[src/pkg/vref_dac_pkg.sv]
`default_nettype none
package vref_dac_pkg;

  // ----------------------------------------------------------------
  // register offsets (byte addresses)
  // ----------------------------------------------------------------
  localparam logic [7:0] FIXED_REFERENCE_CONTROL_OFFSET = 8'h00;
  localparam logic [7:0] DAC_CONTROL_MAIN_OFFSET        = 8'h04;
  localparam logic [7:0] DAC_LEVEL_SELECT_OFFSET        = 8'h08;
  localparam logic [7:0] SLEEP_CONTROL_OFFSET           = 8'h0C;

  // ----------------------------------------------------------------
  // field positions
  // ----------------------------------------------------------------
  localparam int REF_ENABLE_BIT               = 7;
  localparam int REF_READY_FLAG_BIT           = 6;
  localparam int REF_BUFFER_ENABLE_BIT        = 5;
  localparam int REF_BUFFER_SOURCE_SELECT_BIT = 4;
  localparam int CONVERTER_ENABLE_BIT         = 7;
  localparam int CONVERTER_RANGE_SELECT_BIT   = 6;
  localparam int CONVERTER_PIN_OE_BIT         = 5;
  localparam int CONVERTER_SOURCE_SELECT_BIT  = 2;
  localparam int LEVEL_CODE_WIDTH             = 5;

  // implemented-bit masks; all other bits read as zero
  localparam logic [7:0] FIXED_REFERENCE_CONTROL_MASK = 8'hF0;
  localparam logic [7:0] DAC_CONTROL_MAIN_MASK        = 8'hE4;
  localparam logic [7:0] DAC_LEVEL_SELECT_MASK        = 8'h1F;
  localparam logic [7:0] FIXED_REFERENCE_WRITE_MASK   = 8'hB0;

  // ----------------------------------------------------------------
  // reset values
  // ----------------------------------------------------------------
  localparam logic [7:0] REG_RESET_VALUE = 8'h00;

  // ----------------------------------------------------------------
  // timing
  // ----------------------------------------------------------------
  localparam int CLOCK_PERIOD_PS     = 5000;
  localparam int SETTLE_TIME_US      = 25;
  localparam int SETTLE_CYCLES       = (SETTLE_TIME_US * 1000000 + CLOCK_PERIOD_PS - 1) / CLOCK_PERIOD_PS;
  localparam int SETTLE_COUNT_WIDTH  = 16;

  // output buffer source encoding
  localparam logic BUFFER_SOURCE_BANDGAP = 1'b0;
  localparam logic BUFFER_SOURCE_DAC     = 1'b1;

endpackage
`default_nettype wire

[src/verilog/ref_settle_timer.sv]
`timescale 1ns/100ps
`default_nettype none
module ref_settle_timer #(
  parameter logic [15:0] SETTLE_COUNT = 16'h1388           // cycles until the reference is ready
) (
  input  wire logic pclk,                                    // system clock
  input  wire logic presetn,                                 // async reset, active low
  input  wire logic enable,                                  // effective reference enable
  output var  logic ready                                    // reference has settled
);

  typedef enum logic [1:0] {
    TIMER_OFF      = 2'b00,
    TIMER_SETTLING = 2'b01,
    TIMER_READY    = 2'b11
  } timer_state_type;

  typedef struct packed {
    timer_state_type state;
    logic [15:0]     count;
    logic            ready;
  } timer_type;

  timer_type cur;
  timer_type next_cur;

  // --------------------------------------------------------------
  // settle sequencing
  // --------------------------------------------------------------
  // disable drops ready at once; a re-enable restarts the count
  always_comb begin
    next_cur = cur;
    unique case (cur.state)
      TIMER_OFF: begin
        next_cur.count = 16'h0000;
        if (enable) begin
          next_cur.state = TIMER_SETTLING;
        end
      end
      TIMER_SETTLING: begin
        next_cur.count = cur.count + 16'h0001;
        if (cur.count + 16'h0001 >= SETTLE_COUNT) begin
          next_cur.state = TIMER_READY;
        end
      end
      TIMER_READY: begin
        next_cur.count = cur.count;
      end
      default: begin
        next_cur.state = TIMER_OFF;
      end
    endcase
    if (!enable) begin
      next_cur.state = TIMER_OFF;
      next_cur.count = 16'h0000;
    end
    next_cur.ready = (next_cur.state == TIMER_READY);
  end

  // state register
  always_ff @(posedge pclk or negedge presetn) begin
    if (!presetn) begin
      cur <= '{state: TIMER_OFF, count: 16'h0000, ready: 1'b0};
    end else begin
      cur <= next_cur;
    end
  end

  assign ready = cur.ready;

  AST_READY_DROPS: assert property (@(posedge pclk) disable iff (!presetn)
    !enable |=> !ready) else $error("ready stayed up after disable");

  AST_NOT_EARLY: assert property (@(posedge pclk) disable iff (!presetn)
    $rose(enable) && !ready |=> !ready [*3]) else $error("ready rose too soon");

endmodule // ref_settle_timer
`default_nettype wire

[src/verilog/voltage_ref_dac_control.sv]
`timescale 1ns/100ps
`default_nettype none
module voltage_ref_dac_control #(
  parameter bit          HIGH_VOLTAGE_VARIANT = 1'b0,        // reference is always on when set
  parameter logic [15:0] SETTLE_COUNT         = 16'(vref_dac_pkg::SETTLE_CYCLES) // settle cycles
) (
  input  wire logic        pclk,                             // apb clock, 200 MHz
  input  wire logic        presetn,                          // async reset, active low
  input  wire logic        psel,                             // apb select
  input  wire logic        penable,                          // apb access phase
  input  wire logic        pwrite,                           // apb write
  input  wire logic [7:0]  paddr,                            // apb byte address
  input  wire logic [31:0] pwdata,                           // apb write data
  input  wire logic [3:0]  pstrb,                            // apb byte strobes
  output var  logic        pready,                           // apb ready
  output var  logic [31:0] prdata,                           // apb read data
  output var  logic        pslverr,                          // apb error, unmapped address
  input  wire logic        ref_pin_in,                       // digital level on shared pin
  output var  logic        ref_pin_digital_in,               // pin level seen by port logic
  output var  logic        pin_digital_override,             // pin taken by analog output
  output var  logic        ref_enable_out,                   // fixed reference power
  output var  logic        ref_ready_flag,                   // fixed reference settled
  output var  logic        ref_buffer_enable,                // buffered pin driver on
  output var  logic        ref_buffer_source_select,         // buffer input: 0 bandgap, 1 converter
  output var  logic        converter_enable,                 // converter ladder on
  output var  logic        converter_range_select,           // 1 full range, 0 limited
  output var  logic        converter_source_select,          // 0 supply, 1 external reference
  output var  logic [4:0]  converter_level_code,             // ladder tap
  output var  logic        unbuffered_converter_pin,         // ladder routed straight to pin
  output var  logic        buffered_reference_pin,           // pin driven through buffer
  output var  logic        sleep_active                      // device asleep (held by software)
);

  // --------------------------------------------------------------
  // state
  // --------------------------------------------------------------
  typedef struct packed {
    logic [7:0]  fixed_reference_control;                    // bit 6 unused, ready comes live
    logic [7:0]  dac_control_main;
    logic [7:0]  dac_level_select;
    logic        sleep;
    logic        pin_meta;
    logic        pin_sync;
    logic        pready;
    logic [31:0] prdata;
    logic        pslverr;
    logic        ref_enable_out;
    logic        ref_ready_flag;
    logic        ref_buffer_enable;
    logic        ref_buffer_source_select;
    logic        converter_enable;
    logic        converter_range_select;
    logic        converter_source_select;
    logic [4:0]  converter_level_code;
    logic        unbuffered_converter_pin;
    logic        buffered_reference_pin;
    logic        pin_override;
    logic        pin_digital_in;
  } ctrl_type;

  ctrl_type cur;
  ctrl_type next_cur;
  logic     settle_ready;
  logic     eff_enable;

  // merge one byte lane of write data under the implemented-bit mask
  function automatic logic [7:0] merge_byte(input logic [7:0] old_value, input logic [7:0] wdata,
                                           input logic lane, input logic [7:0] mask);
    merge_byte = lane ? ((old_value & ~mask) | (wdata & mask)) : old_value;
  endfunction

  // --------------------------------------------------------------
  // reference settle timer
  // --------------------------------------------------------------
  // the enable that the analog sees: the variant overrides software
  assign eff_enable = HIGH_VOLTAGE_VARIANT | cur.fixed_reference_control[vref_dac_pkg::REF_ENABLE_BIT];

  ref_settle_timer #(
    .SETTLE_COUNT (SETTLE_COUNT)
  ) u_settle (
    .pclk    (pclk),
    .presetn (presetn),
    .enable  (eff_enable),
    .ready   (settle_ready)
  );

  // --------------------------------------------------------------
  // next state
  // --------------------------------------------------------------
  always_comb begin
    logic       access;
    logic       mapped;
    logic [7:0] rd_byte;
    logic       buf_en;
    logic       buf_ss;
    logic       conv_oe;
    access  = 1'b0;
    mapped  = 1'b0;
    rd_byte = 8'h00;
    buf_en  = 1'b0;
    buf_ss  = 1'b0;
    conv_oe = 1'b0;
    next_cur = cur;

    // apb: access phase with one wait state, pready pulses with the answer
    access = psel && penable && !cur.pready;
    next_cur.pready  = access;
    next_cur.pslverr = 1'b0;
    mapped = (paddr == vref_dac_pkg::FIXED_REFERENCE_CONTROL_OFFSET) ||
             (paddr == vref_dac_pkg::DAC_CONTROL_MAIN_OFFSET) ||
             (paddr == vref_dac_pkg::DAC_LEVEL_SELECT_OFFSET) ||
             (paddr == vref_dac_pkg::SLEEP_CONTROL_OFFSET);
    if (access) begin
      next_cur.pslverr = !mapped;
    end

    // register writes; ready bit is never writable
    if (access && pwrite) begin
      unique case (paddr)
        vref_dac_pkg::FIXED_REFERENCE_CONTROL_OFFSET: begin
          next_cur.fixed_reference_control = merge_byte(cur.fixed_reference_control, pwdata[7:0], pstrb[0],
                                                        vref_dac_pkg::FIXED_REFERENCE_WRITE_MASK);
        end
        vref_dac_pkg::DAC_CONTROL_MAIN_OFFSET: begin
          next_cur.dac_control_main = merge_byte(cur.dac_control_main, pwdata[7:0], pstrb[0],
                                                 vref_dac_pkg::DAC_CONTROL_MAIN_MASK);
        end
        vref_dac_pkg::DAC_LEVEL_SELECT_OFFSET: begin
          next_cur.dac_level_select = merge_byte(cur.dac_level_select, pwdata[7:0], pstrb[0],
                                                 vref_dac_pkg::DAC_LEVEL_SELECT_MASK);
        end
        vref_dac_pkg::SLEEP_CONTROL_OFFSET: begin
          // sleep entry and wake touch no control register
          if (pstrb[0]) begin
            next_cur.sleep = pwdata[0];
          end
        end
        default: begin
        end
      endcase
    end

    // register reads; unimplemented bits come back zero
    unique case (paddr)
      vref_dac_pkg::FIXED_REFERENCE_CONTROL_OFFSET: begin
        rd_byte = cur.fixed_reference_control & vref_dac_pkg::FIXED_REFERENCE_CONTROL_MASK;
        rd_byte[vref_dac_pkg::REF_READY_FLAG_BIT] = settle_ready;
      end
      vref_dac_pkg::DAC_CONTROL_MAIN_OFFSET: begin
        rd_byte = cur.dac_control_main & vref_dac_pkg::DAC_CONTROL_MAIN_MASK;
      end
      vref_dac_pkg::DAC_LEVEL_SELECT_OFFSET: begin
        rd_byte = cur.dac_level_select & vref_dac_pkg::DAC_LEVEL_SELECT_MASK;
      end
      vref_dac_pkg::SLEEP_CONTROL_OFFSET: begin
        rd_byte = {7'h00, cur.sleep};
      end
      default: begin
        rd_byte = 8'h00;
      end
    endcase
    if (access && !pwrite) begin
      next_cur.prdata = {24'h000000, rd_byte};
    end else begin
      next_cur.prdata = 32'h00000000;
    end

    // analog controls, registered on the same edge as the write
    buf_en  = next_cur.fixed_reference_control[vref_dac_pkg::REF_BUFFER_ENABLE_BIT];
    buf_ss  = next_cur.fixed_reference_control[vref_dac_pkg::REF_BUFFER_SOURCE_SELECT_BIT];
    conv_oe = next_cur.dac_control_main[vref_dac_pkg::CONVERTER_PIN_OE_BIT];
    next_cur.ref_enable_out           = HIGH_VOLTAGE_VARIANT |
                                        next_cur.fixed_reference_control[vref_dac_pkg::REF_ENABLE_BIT];
    next_cur.ref_ready_flag           = settle_ready;
    next_cur.ref_buffer_enable        = buf_en;
    next_cur.ref_buffer_source_select = buf_ss;
    next_cur.converter_enable         = next_cur.dac_control_main[vref_dac_pkg::CONVERTER_ENABLE_BIT];
    next_cur.converter_range_select   = next_cur.dac_control_main[vref_dac_pkg::CONVERTER_RANGE_SELECT_BIT];
    next_cur.converter_source_select  = next_cur.dac_control_main[vref_dac_pkg::CONVERTER_SOURCE_SELECT_BIT];
    next_cur.converter_level_code     = next_cur.dac_level_select[vref_dac_pkg::LEVEL_CODE_WIDTH-1:0];

    // shared pin routing: buffer wins over the bare ladder
    next_cur.unbuffered_converter_pin = conv_oe && !buf_ss && !buf_en;
    next_cur.buffered_reference_pin   = buf_en;
    next_cur.pin_override = next_cur.unbuffered_converter_pin || next_cur.buffered_reference_pin;

    // pin input is synchronised, then masked to zero under override
    next_cur.pin_meta       = ref_pin_in;
    next_cur.pin_sync       = cur.pin_meta;
    next_cur.pin_digital_in = cur.pin_sync && !next_cur.pin_override;
  end

  // --------------------------------------------------------------
  // registers
  // --------------------------------------------------------------
  // every reset source clears all three control registers
  always_ff @(posedge pclk or negedge presetn) begin
    if (!presetn) begin
      cur <= '0;
      cur.dac_control_main <= vref_dac_pkg::REG_RESET_VALUE;
      cur.dac_level_select <= vref_dac_pkg::REG_RESET_VALUE;
      cur.fixed_reference_control <= vref_dac_pkg::REG_RESET_VALUE;
      cur.ref_enable_out <= HIGH_VOLTAGE_VARIANT;            // variant never sees it off
    end else begin
      cur <= next_cur;
    end
  end

  // --------------------------------------------------------------
  // outputs
  // --------------------------------------------------------------
  assign pready                   = cur.pready;
  assign prdata                   = cur.prdata;
  assign pslverr                  = cur.pslverr;
  assign ref_pin_digital_in       = cur.pin_digital_in;
  assign pin_digital_override     = cur.pin_override;
  assign ref_enable_out           = cur.ref_enable_out;
  assign ref_ready_flag           = cur.ref_ready_flag;
  assign ref_buffer_enable        = cur.ref_buffer_enable;
  assign ref_buffer_source_select = cur.ref_buffer_source_select;
  assign converter_enable         = cur.converter_enable;
  assign converter_range_select   = cur.converter_range_select;
  assign converter_source_select  = cur.converter_source_select;
  assign converter_level_code     = cur.converter_level_code;
  assign unbuffered_converter_pin = cur.unbuffered_converter_pin;
  assign buffered_reference_pin   = cur.buffered_reference_pin;
  assign sleep_active             = cur.sleep;

  // --------------------------------------------------------------
  // checks
  // --------------------------------------------------------------
  AST_REF_ENABLE: assert property (@(posedge pclk) disable iff (!presetn)
    ref_enable_out == (HIGH_VOLTAGE_VARIANT | cur.fixed_reference_control[vref_dac_pkg::REF_ENABLE_BIT]))
    else $error("ref enable wrong");

  AST_HV_ALWAYS_ON: assert property (@(posedge pclk) disable iff (!presetn)
    HIGH_VOLTAGE_VARIANT |-> ref_enable_out)
    else $error("variant reference off");

  AST_UNBUF_ROUTE: assert property (@(posedge pclk) disable iff (!presetn)
    unbuffered_converter_pin |-> converter_level_code == cur.dac_level_select[4:0] && !buffered_reference_pin)
    else $error("bare ladder on pin with buffer");

  AST_PIN_READS_ZERO: assert property (@(posedge pclk) disable iff (!presetn)
    pin_digital_override |-> !ref_pin_digital_in)
    else $error("overridden pin read nonzero");

  AST_CONV_PIN_OVERRIDE: assert property (@(posedge pclk) disable iff (!presetn)
    unbuffered_converter_pin |-> pin_digital_override && !ref_pin_digital_in)
    else $error("converter pin not overridden");

  AST_READ_MASK: assert property (@(posedge pclk) disable iff (!presetn)
    pready && !pslverr |-> prdata[31:8] == 24'h000000)
    else $error("upper read bits set");

  AST_ERR_READS_ZERO: assert property (@(posedge pclk) disable iff (!presetn)
    pready && pslverr |-> prdata == 32'h00000000)
    else $error("unmapped read returned data");

  AST_LEVEL_WRITE: assert property (@(posedge pclk) disable iff (!presetn)
    psel && penable && !pready && pwrite && pstrb[0] && paddr == vref_dac_pkg::DAC_LEVEL_SELECT_OFFSET
    |=> converter_level_code == $past(pwdata[4:0]))
    else $error("level code not updated");

  AST_RANGE_FOLLOW: assert property (@(posedge pclk) disable iff (!presetn)
    converter_range_select == cur.dac_control_main[vref_dac_pkg::CONVERTER_RANGE_SELECT_BIT] &&
    converter_source_select == cur.dac_control_main[vref_dac_pkg::CONVERTER_SOURCE_SELECT_BIT])
    else $error("range or source mismatch");

  AST_SLEEP_KEEPS: assert property (@(posedge pclk) disable iff (!presetn)
    $fell(sleep_active) |-> $stable(cur.fixed_reference_control) && $stable(cur.dac_control_main))
    else $error("wake disturbed registers");

  AST_READY_NEEDS_ENABLE: assert property (@(posedge pclk) disable iff (!presetn)
    ref_ready_flag |-> $past(eff_enable, 2))
    else $error("ready without enable");

  AST_BUFFER_PIN: assert property (@(posedge pclk) disable iff (!presetn)
    buffered_reference_pin == ref_buffer_enable)
    else $error("buffer pin mismatch");

endmodule // voltage_ref_dac_control
`default_nettype wire

[config.mk]
export PLATFORM = sky130hd
export DESIGN_NAME = voltage_ref_dac_control
export DESIGN_NICKNAME = d
export VERILOG_FILES = /design/src/pkg/vref_dac_pkg.sv /design/src/verilog/ref_settle_timer.sv /design/src/verilog/voltage_ref_dac_control.sv
export SDC_FILE = /design/constraint.sdc
export NUM_CORES = 1
export LEC_CHECK = 0
export ABC_AREA = 1
export BUFFER_PORTS_ARGS = -buffer_cell sky130_fd_sc_hd__clkbuf_2
export CAP_MARGIN = 30
export CORE_MARGIN = 5
export CORE_UTILIZATION = 40
export CTS_CLUSTER_SIZE = 10
export DETAILED_ROUTE_END_ITERATION = 8
export PLACE_DENSITY = 0.64
export SLEW_MARGIN = 20
export SYNTH_ARGS = -nofsm -noshare
export SYNTH_HDL_FRONTEND = slang
export SYNTH_SLANG_ARGS = --single-unit
[constraint.sdc]
create_clock -name pclk -period 2.2 [get_ports pclk]
set_input_delay 0.22 -clock pclk [delete_from_list [all_inputs] [get_ports pclk]]
set_output_delay 0.22 -clock pclk [all_outputs]
set_load 0.01 [all_outputs]
Yosys cells after proc, flatten, opt, wreduce, memory -nomap -nowiden

Cells that the tools add are included.

Bits in registers: 90
Word-level logic and storage cells: 76
Input bits: 50
Output and inout bits: 51

$lt $le $gt $ge: 1
Reduce and logical (&&, ||, !) cells: 23
Bitwise operators: 3
Add/sub/neg operators: 1
Multiplexer cells: 16
Eq/ne operators: 7

Operators by type and width:

| kind                                                                     | number |
|---|---|
| 8-bit two-way mux                                                        | 7 |
| 16-bit case mux with 2 select lines                                      | 1 |
| 8-bit case mux with 4 select lines                                       | 1 |
| 25-bit two-way mux                                                       | 1 |
| 18-bit two-way mux                                                       | 1 |
| 16-bit by 1-bit adder with 16-bit output (second input constant)         | 1 |
| 8-bit by 4-bit == test with 1-bit output (second input constant)         | 2 |
| 16-bit by 13-bit >= comparator with 1-bit output (second input constant) | 1 |
| 3-bit AND reduction                                                      | 4 |
| 8-bit by 3-bit == test with 1-bit output (second input constant)         | 1 |
| 8-bit zero test                                                          | 1 |
| 5-bit by 8-bit bitwise OR with 8-bit output                              | 1 |
| 7-bit by 8-bit bitwise OR with 8-bit output                              | 1 |
| 8-bit by 5-bit bitwise OR with 8-bit output                              | 1 |
| 1-bit logical AND                                                        | 7 |
| 1-bit zero test                                                          | 6 |
| 2-bit case mux with 3 select lines                                       | 1 |
| 2-bit == test (second input constant)                                    | 2 |
| 1-bit logical OR                                                         | 4 |
| 1-bit two-way mux                                                        | 3 |
| 3-bit by 1-bit != test with 1-bit output (second input constant)         | 1 |
| 2-bit by 1-bit == test with 1-bit output (second input constant)         | 1 |
| 2-bit zero test                                                          | 1 |
| 2-bit two-way mux                                                        | 1 |

Depth between registers and ports, before layout

Word-level depth: 10
Depth in mapped cells: 12
Depth with buffers taken out: 12

Hierarchy

Synthesis repeated with hierarchy kept, for this count alone.

Cell total of the unflattened synthesis: 316
Area total of the unflattened synthesis: 2676.3 µm²

Modules (own cells, without submodules):

| module                  | instances | cells an instance | sequential area each (µm²) | area each (µm²) |
|---|---|---|---|---|
| voltage_ref_dac_control | 1         | 166               | 725.7                      | 1566.5 |
| ref_settle_timer        | 1         | 150               | 475.5                      | 1109.8 |

Worst setup path after synthesis

OpenSTA, ideal clock, no wires.

Path kind: reg-to-reg
Start: register u_settle.cur[2] (netlist name)
End: register u_settle.cur[18] (netlist name)
Data arrival time: 1295 ps
Path buffers: 0
Setup time: 124 ps
Required time: 2076 ps
Stages on the path, launching flop included: 10
Clock period less this slack: 1419 ps
Setup slack: 781 ps
Path through: dfrtp_1 -> ha_1 -> nand2_2 -> nor2_4 -> nand3b_4 -> xor2_1 -> nor2_1 -> nand2_1 -> nand2_1 -> a21oi_1

RTL lines:

| what                   | RTL line               | text |
|---|---|---|
| from (decl)            | ref_settle_timer.sv:24 | `timer_type cur;` |
| from (signal assigned) | ref_settle_timer.sv:63 | `cur <= '{state: TIMER_OFF, count: 16'h0000, ready: 1'b0};` |
| from (signal assigned) | ref_settle_timer.sv:65 | `cur <= next_cur;` |

==> flow_metrics.py <==
metrics = {
    "global_routing": {
        "gr-total-overflow": 0,
        "grt_first_pass_wirelength_um": 9180,
        "antenna_violations_before_repair": 0,
        "first_global_vias": 1948,
        "groute.usage.overall_pct": 13.5,
        "pin_count_of_the_biggest_net_entering_global_routing": 26,
    },
    "power_and_ir_drop": {
        "power-per-cell-area_nw_per_um2": 601,
        "total_power_w": 0.00175,
        "power.ir.vdd_worst_mv": 0.348,
        "power.leakage_nw": 1.42,
    },
    "setup_path": {
        "worst_setup_path_start_kind": "flip-flop",
        "required_ns": 2.39,
        "critical_path.most_common_cell": "nand2_1",
        "cp_max_delay_cell": "dfrtp_1",
        "cp-end-kind": "flip-flop",
        "crit_path_max_incr_delay_ns": 0.41,
        "crit_chain": "ha_1 -> nand2_2 -> nor2_4 -> nand2_1 -> nand2_1 -> nand2_1 -> inv_1 -> nand3_1 -> nand2_1 -> nand2_1 -> nand2_1 -> a21oi_1",
        "worstSetupPathType": "reg2reg",
        "crit_fanout": 4,
        "timing.critical_path.arrival_ns": 1.86,
    },
    "clocking": {
        "tritoncts.num_buffers": 5,
        "cts.hold.buffers_added": 1,
        "cts_htree_levels": 2,
        "clockRootBuffer": "clkbuf_8",
        "postCtsResizedCells": 0,
        "number_of_clock_sinks": 48,
        "path_clk_slew_ns": 0.10,
        "cts_setup_buffers": 0,
        "worst_skew_pair.late_latency_ns": 0.30,
        "clock_path_buffers": 2,
        "cts_tree": "done",
    },
    "synthesis": {
        "yosys_warnings": 0,
        "synth_enable_flop_cells": 0,
        "yosys_most_used_dff": "dfrtp_1",
        "synth.distinct_cells": 28,
        "post-synth-top-area-cell": "dfrtp_1",
        "post_synth_most_frequent_cells": "nand2_1, dfrtp_1, buf_4",
        "post-synth-top-area-fraction_pct": 46.1,
        "combinational_family_with_the_most_area_after_synthesis": "simple AND/OR/NAND/NOR gates",
        "synth_compound_area_share_pct": 7.25,
        "syn_inst": 313,
        "sequential_cell_area_fraction_in_the_yosys_report_pct": 46.1,
        "async_s_r_ff_share_synth_pct": 100,
        "synth_register_bits": 48,
        "mappedNetlistArea_um2": 2600,
        "synthMuxAreaShare_pct": 0.432,
        "synth_simple_gate_area_share_pct": 28.5,
        "synth_fa_ha_area_share_pct": 0.480,
        "synth_xor_area_share_pct": 0.961,
        "yosys.cell_count.top_type": "nand2_1",
        "synthesis.area_per_instance_um2": 8.32,
        "cells_taking_the_most_area_after_synthesis": "dfrtp_1, nand2_1, buf_4",
    },
    "drt": {
        "detailedRoute.firstIterationViolations": 78,
        "vias": 1991,
        "routed_antenna_nets": 0,
        "post-route-drc-count": 0,
        "route.detailed.wl_per_inst_um": 12.0,
        "wirelength_um": 5220,
        "avgViaCountPerCell": 4.59,
        "drt_pass1_iterations": 4,
    },
    "place": {
        "io_buffer_count": 49,
        "dp.final_hpwl_um": 3910,
        "gp_congestion": 0.784,
        "post-place-ws_ns": 0.543,
        "dpl_cells": 424,
    },
    "cells_and_area": {
        "final_cells": 434,
        "seqCellArea_um2": 1200,
        "n_fill_cell": 622,
        "nets": 407,
        "antenna_cells": 0,
        "drive_gt1_share_pct": 24.6,
        "syn_to_final_growth_pct": 12.2,
        "multiInputGateArea_um2": 1070,
        "postLayoutCoreUtil_pct": 46.0,
    },
    "floorplan": {
        "fp.dieW_um": 90.7,
        "num_io_pins": 101,
        "core.rowCount": 29,
        "design.die.area_um2": 8230,
        "coreArea_um2": 6350,
        "start_util_pct": 41.0,
        "chipHeight_um": 90.7,
    },
    "timing": {
        "final.period_utilization_pct": 76.0,
        "finalCriticalPeriod_ns": 1.67,
        "unrepaired_setup_endpoints_after_global_routing": "no",
        "skew_ns": 0.00833,
        "fmaxAchievable_mhz": 598,
        "final-max-slew-violation-count": 0,
        "worst_slew_pin_slew_ns": 0.663,
        "final.setup.tns_ns": 0,
        "setup_viol_count_final": 0,
        "worst_slack_ns": 0.527,
        "maxSlewHeadroom_pct": 55.8,
        "hold_violations": 0,
    },
    "flow_run": {
        "number_of_maximum_capacitance_violations": 0,
    },
    "min_path": {
        "min_path_type": "in2reg",
    },
    "status": {
        "result_of_the_run": "completed",
    },
}
-- stage by stage --
stage	hold WS (ns)	instance area, µm²
finish	0.135	2920
global route	0.126	2920
CTS	0.00519	2910
detailed placement	0.300	2760
global placement	0.283	2760
floorplan	-0.0756	2690
-- final cells by class --
cell class	instances	area share, %
Sequential cell	48	41.1
Multi-Input combinational cell	214	36.6
Timing Repair Buffer	52	9.76
Inverter	35	4.50
Tap cell	77	3.30
Clock buffer	5	2.36
Clock inverter	3	2.36
-- flip-flops by register name, summed over array words and instances (netlist names) --
signal	count
u_settle.ready	1
sleep_active	1
cur	14
u_settle.cur	18
unbuffered_converter_pin	1
pslverr	1
pin_digital_override	1
pready	1
ref_ready_flag	1
ref_pin_digital_in	1
prdata	8
-- cell usage in the layout, fill, tap and decap left out, types with 8 or more instances in the layout --
master,count
clkbuf_2,49
conb_1,24
nand3_1,17
inv_1,31
a21oi_1,8
nor2_1,16
nand2_2,10
dfrtp_1,48
nand2_1,85
o21ai_0,14
-- layer usage --
layer	share of wire [%]	GRT usage, %
met1	45	17.5
met2	48	22.4
met3	5.4	3.08
met4	1.1	3.85
met5	0	0
-- path summary, 6_finish.rpt --
path | from | to | slack, ns | cells past startpoint
setup / recovery | u_settle.cur[2] | u_settle.cur[18] | 0.53 | 12
hold / removal | pwdata[1] | cur[54] | 0.14 | 3
setup reg to reg | u_settle.cur[2] | u_settle.cur[18] | 0.53 | 12
hold reg to reg | cur[51] | cur[50] | 0.36 | 0
max in group asynchronous | presetn | prdata[2] | 1.17 | 3
min in group asynchronous | presetn | pready | 0.47 | 2
-- logic make-up after synthesis --
family / Yosys count
AO/OA/AOI/OAI: 34
XOR/XNOR: 2
adder cells (fa/ha/maj): 1
buffers and inverters: 74
flip-flops: 48
multiplexers: 1
other: 1
AND/OR/NAND/NOR: 152
-- power by group --
part	total, W	internal, W	switching, W
clock	0.000774	0.000458	0.000316
sequential	0.000890	0.000887	0.00000287
combinational	0.0000911	0.0000276	0.0000635
total	0.00175	0.00137	0.000382
-- critical path, delay by kind of cell, from the launching register on --
| family | cells | cell delay [ns] |
|---|---|---|
| buffers and inverters | 1 | 0.06 |
| AND/OR/NAND/NOR | 9 | 0.79 |
| AO/OA/AOI/OAI | 1 | 0.09 |
| adder cells (fa/ha/maj) | 1 | 0.22 |
| flip-flops | 1 | 0.41 |
Power figures use the tool's default switching activity.
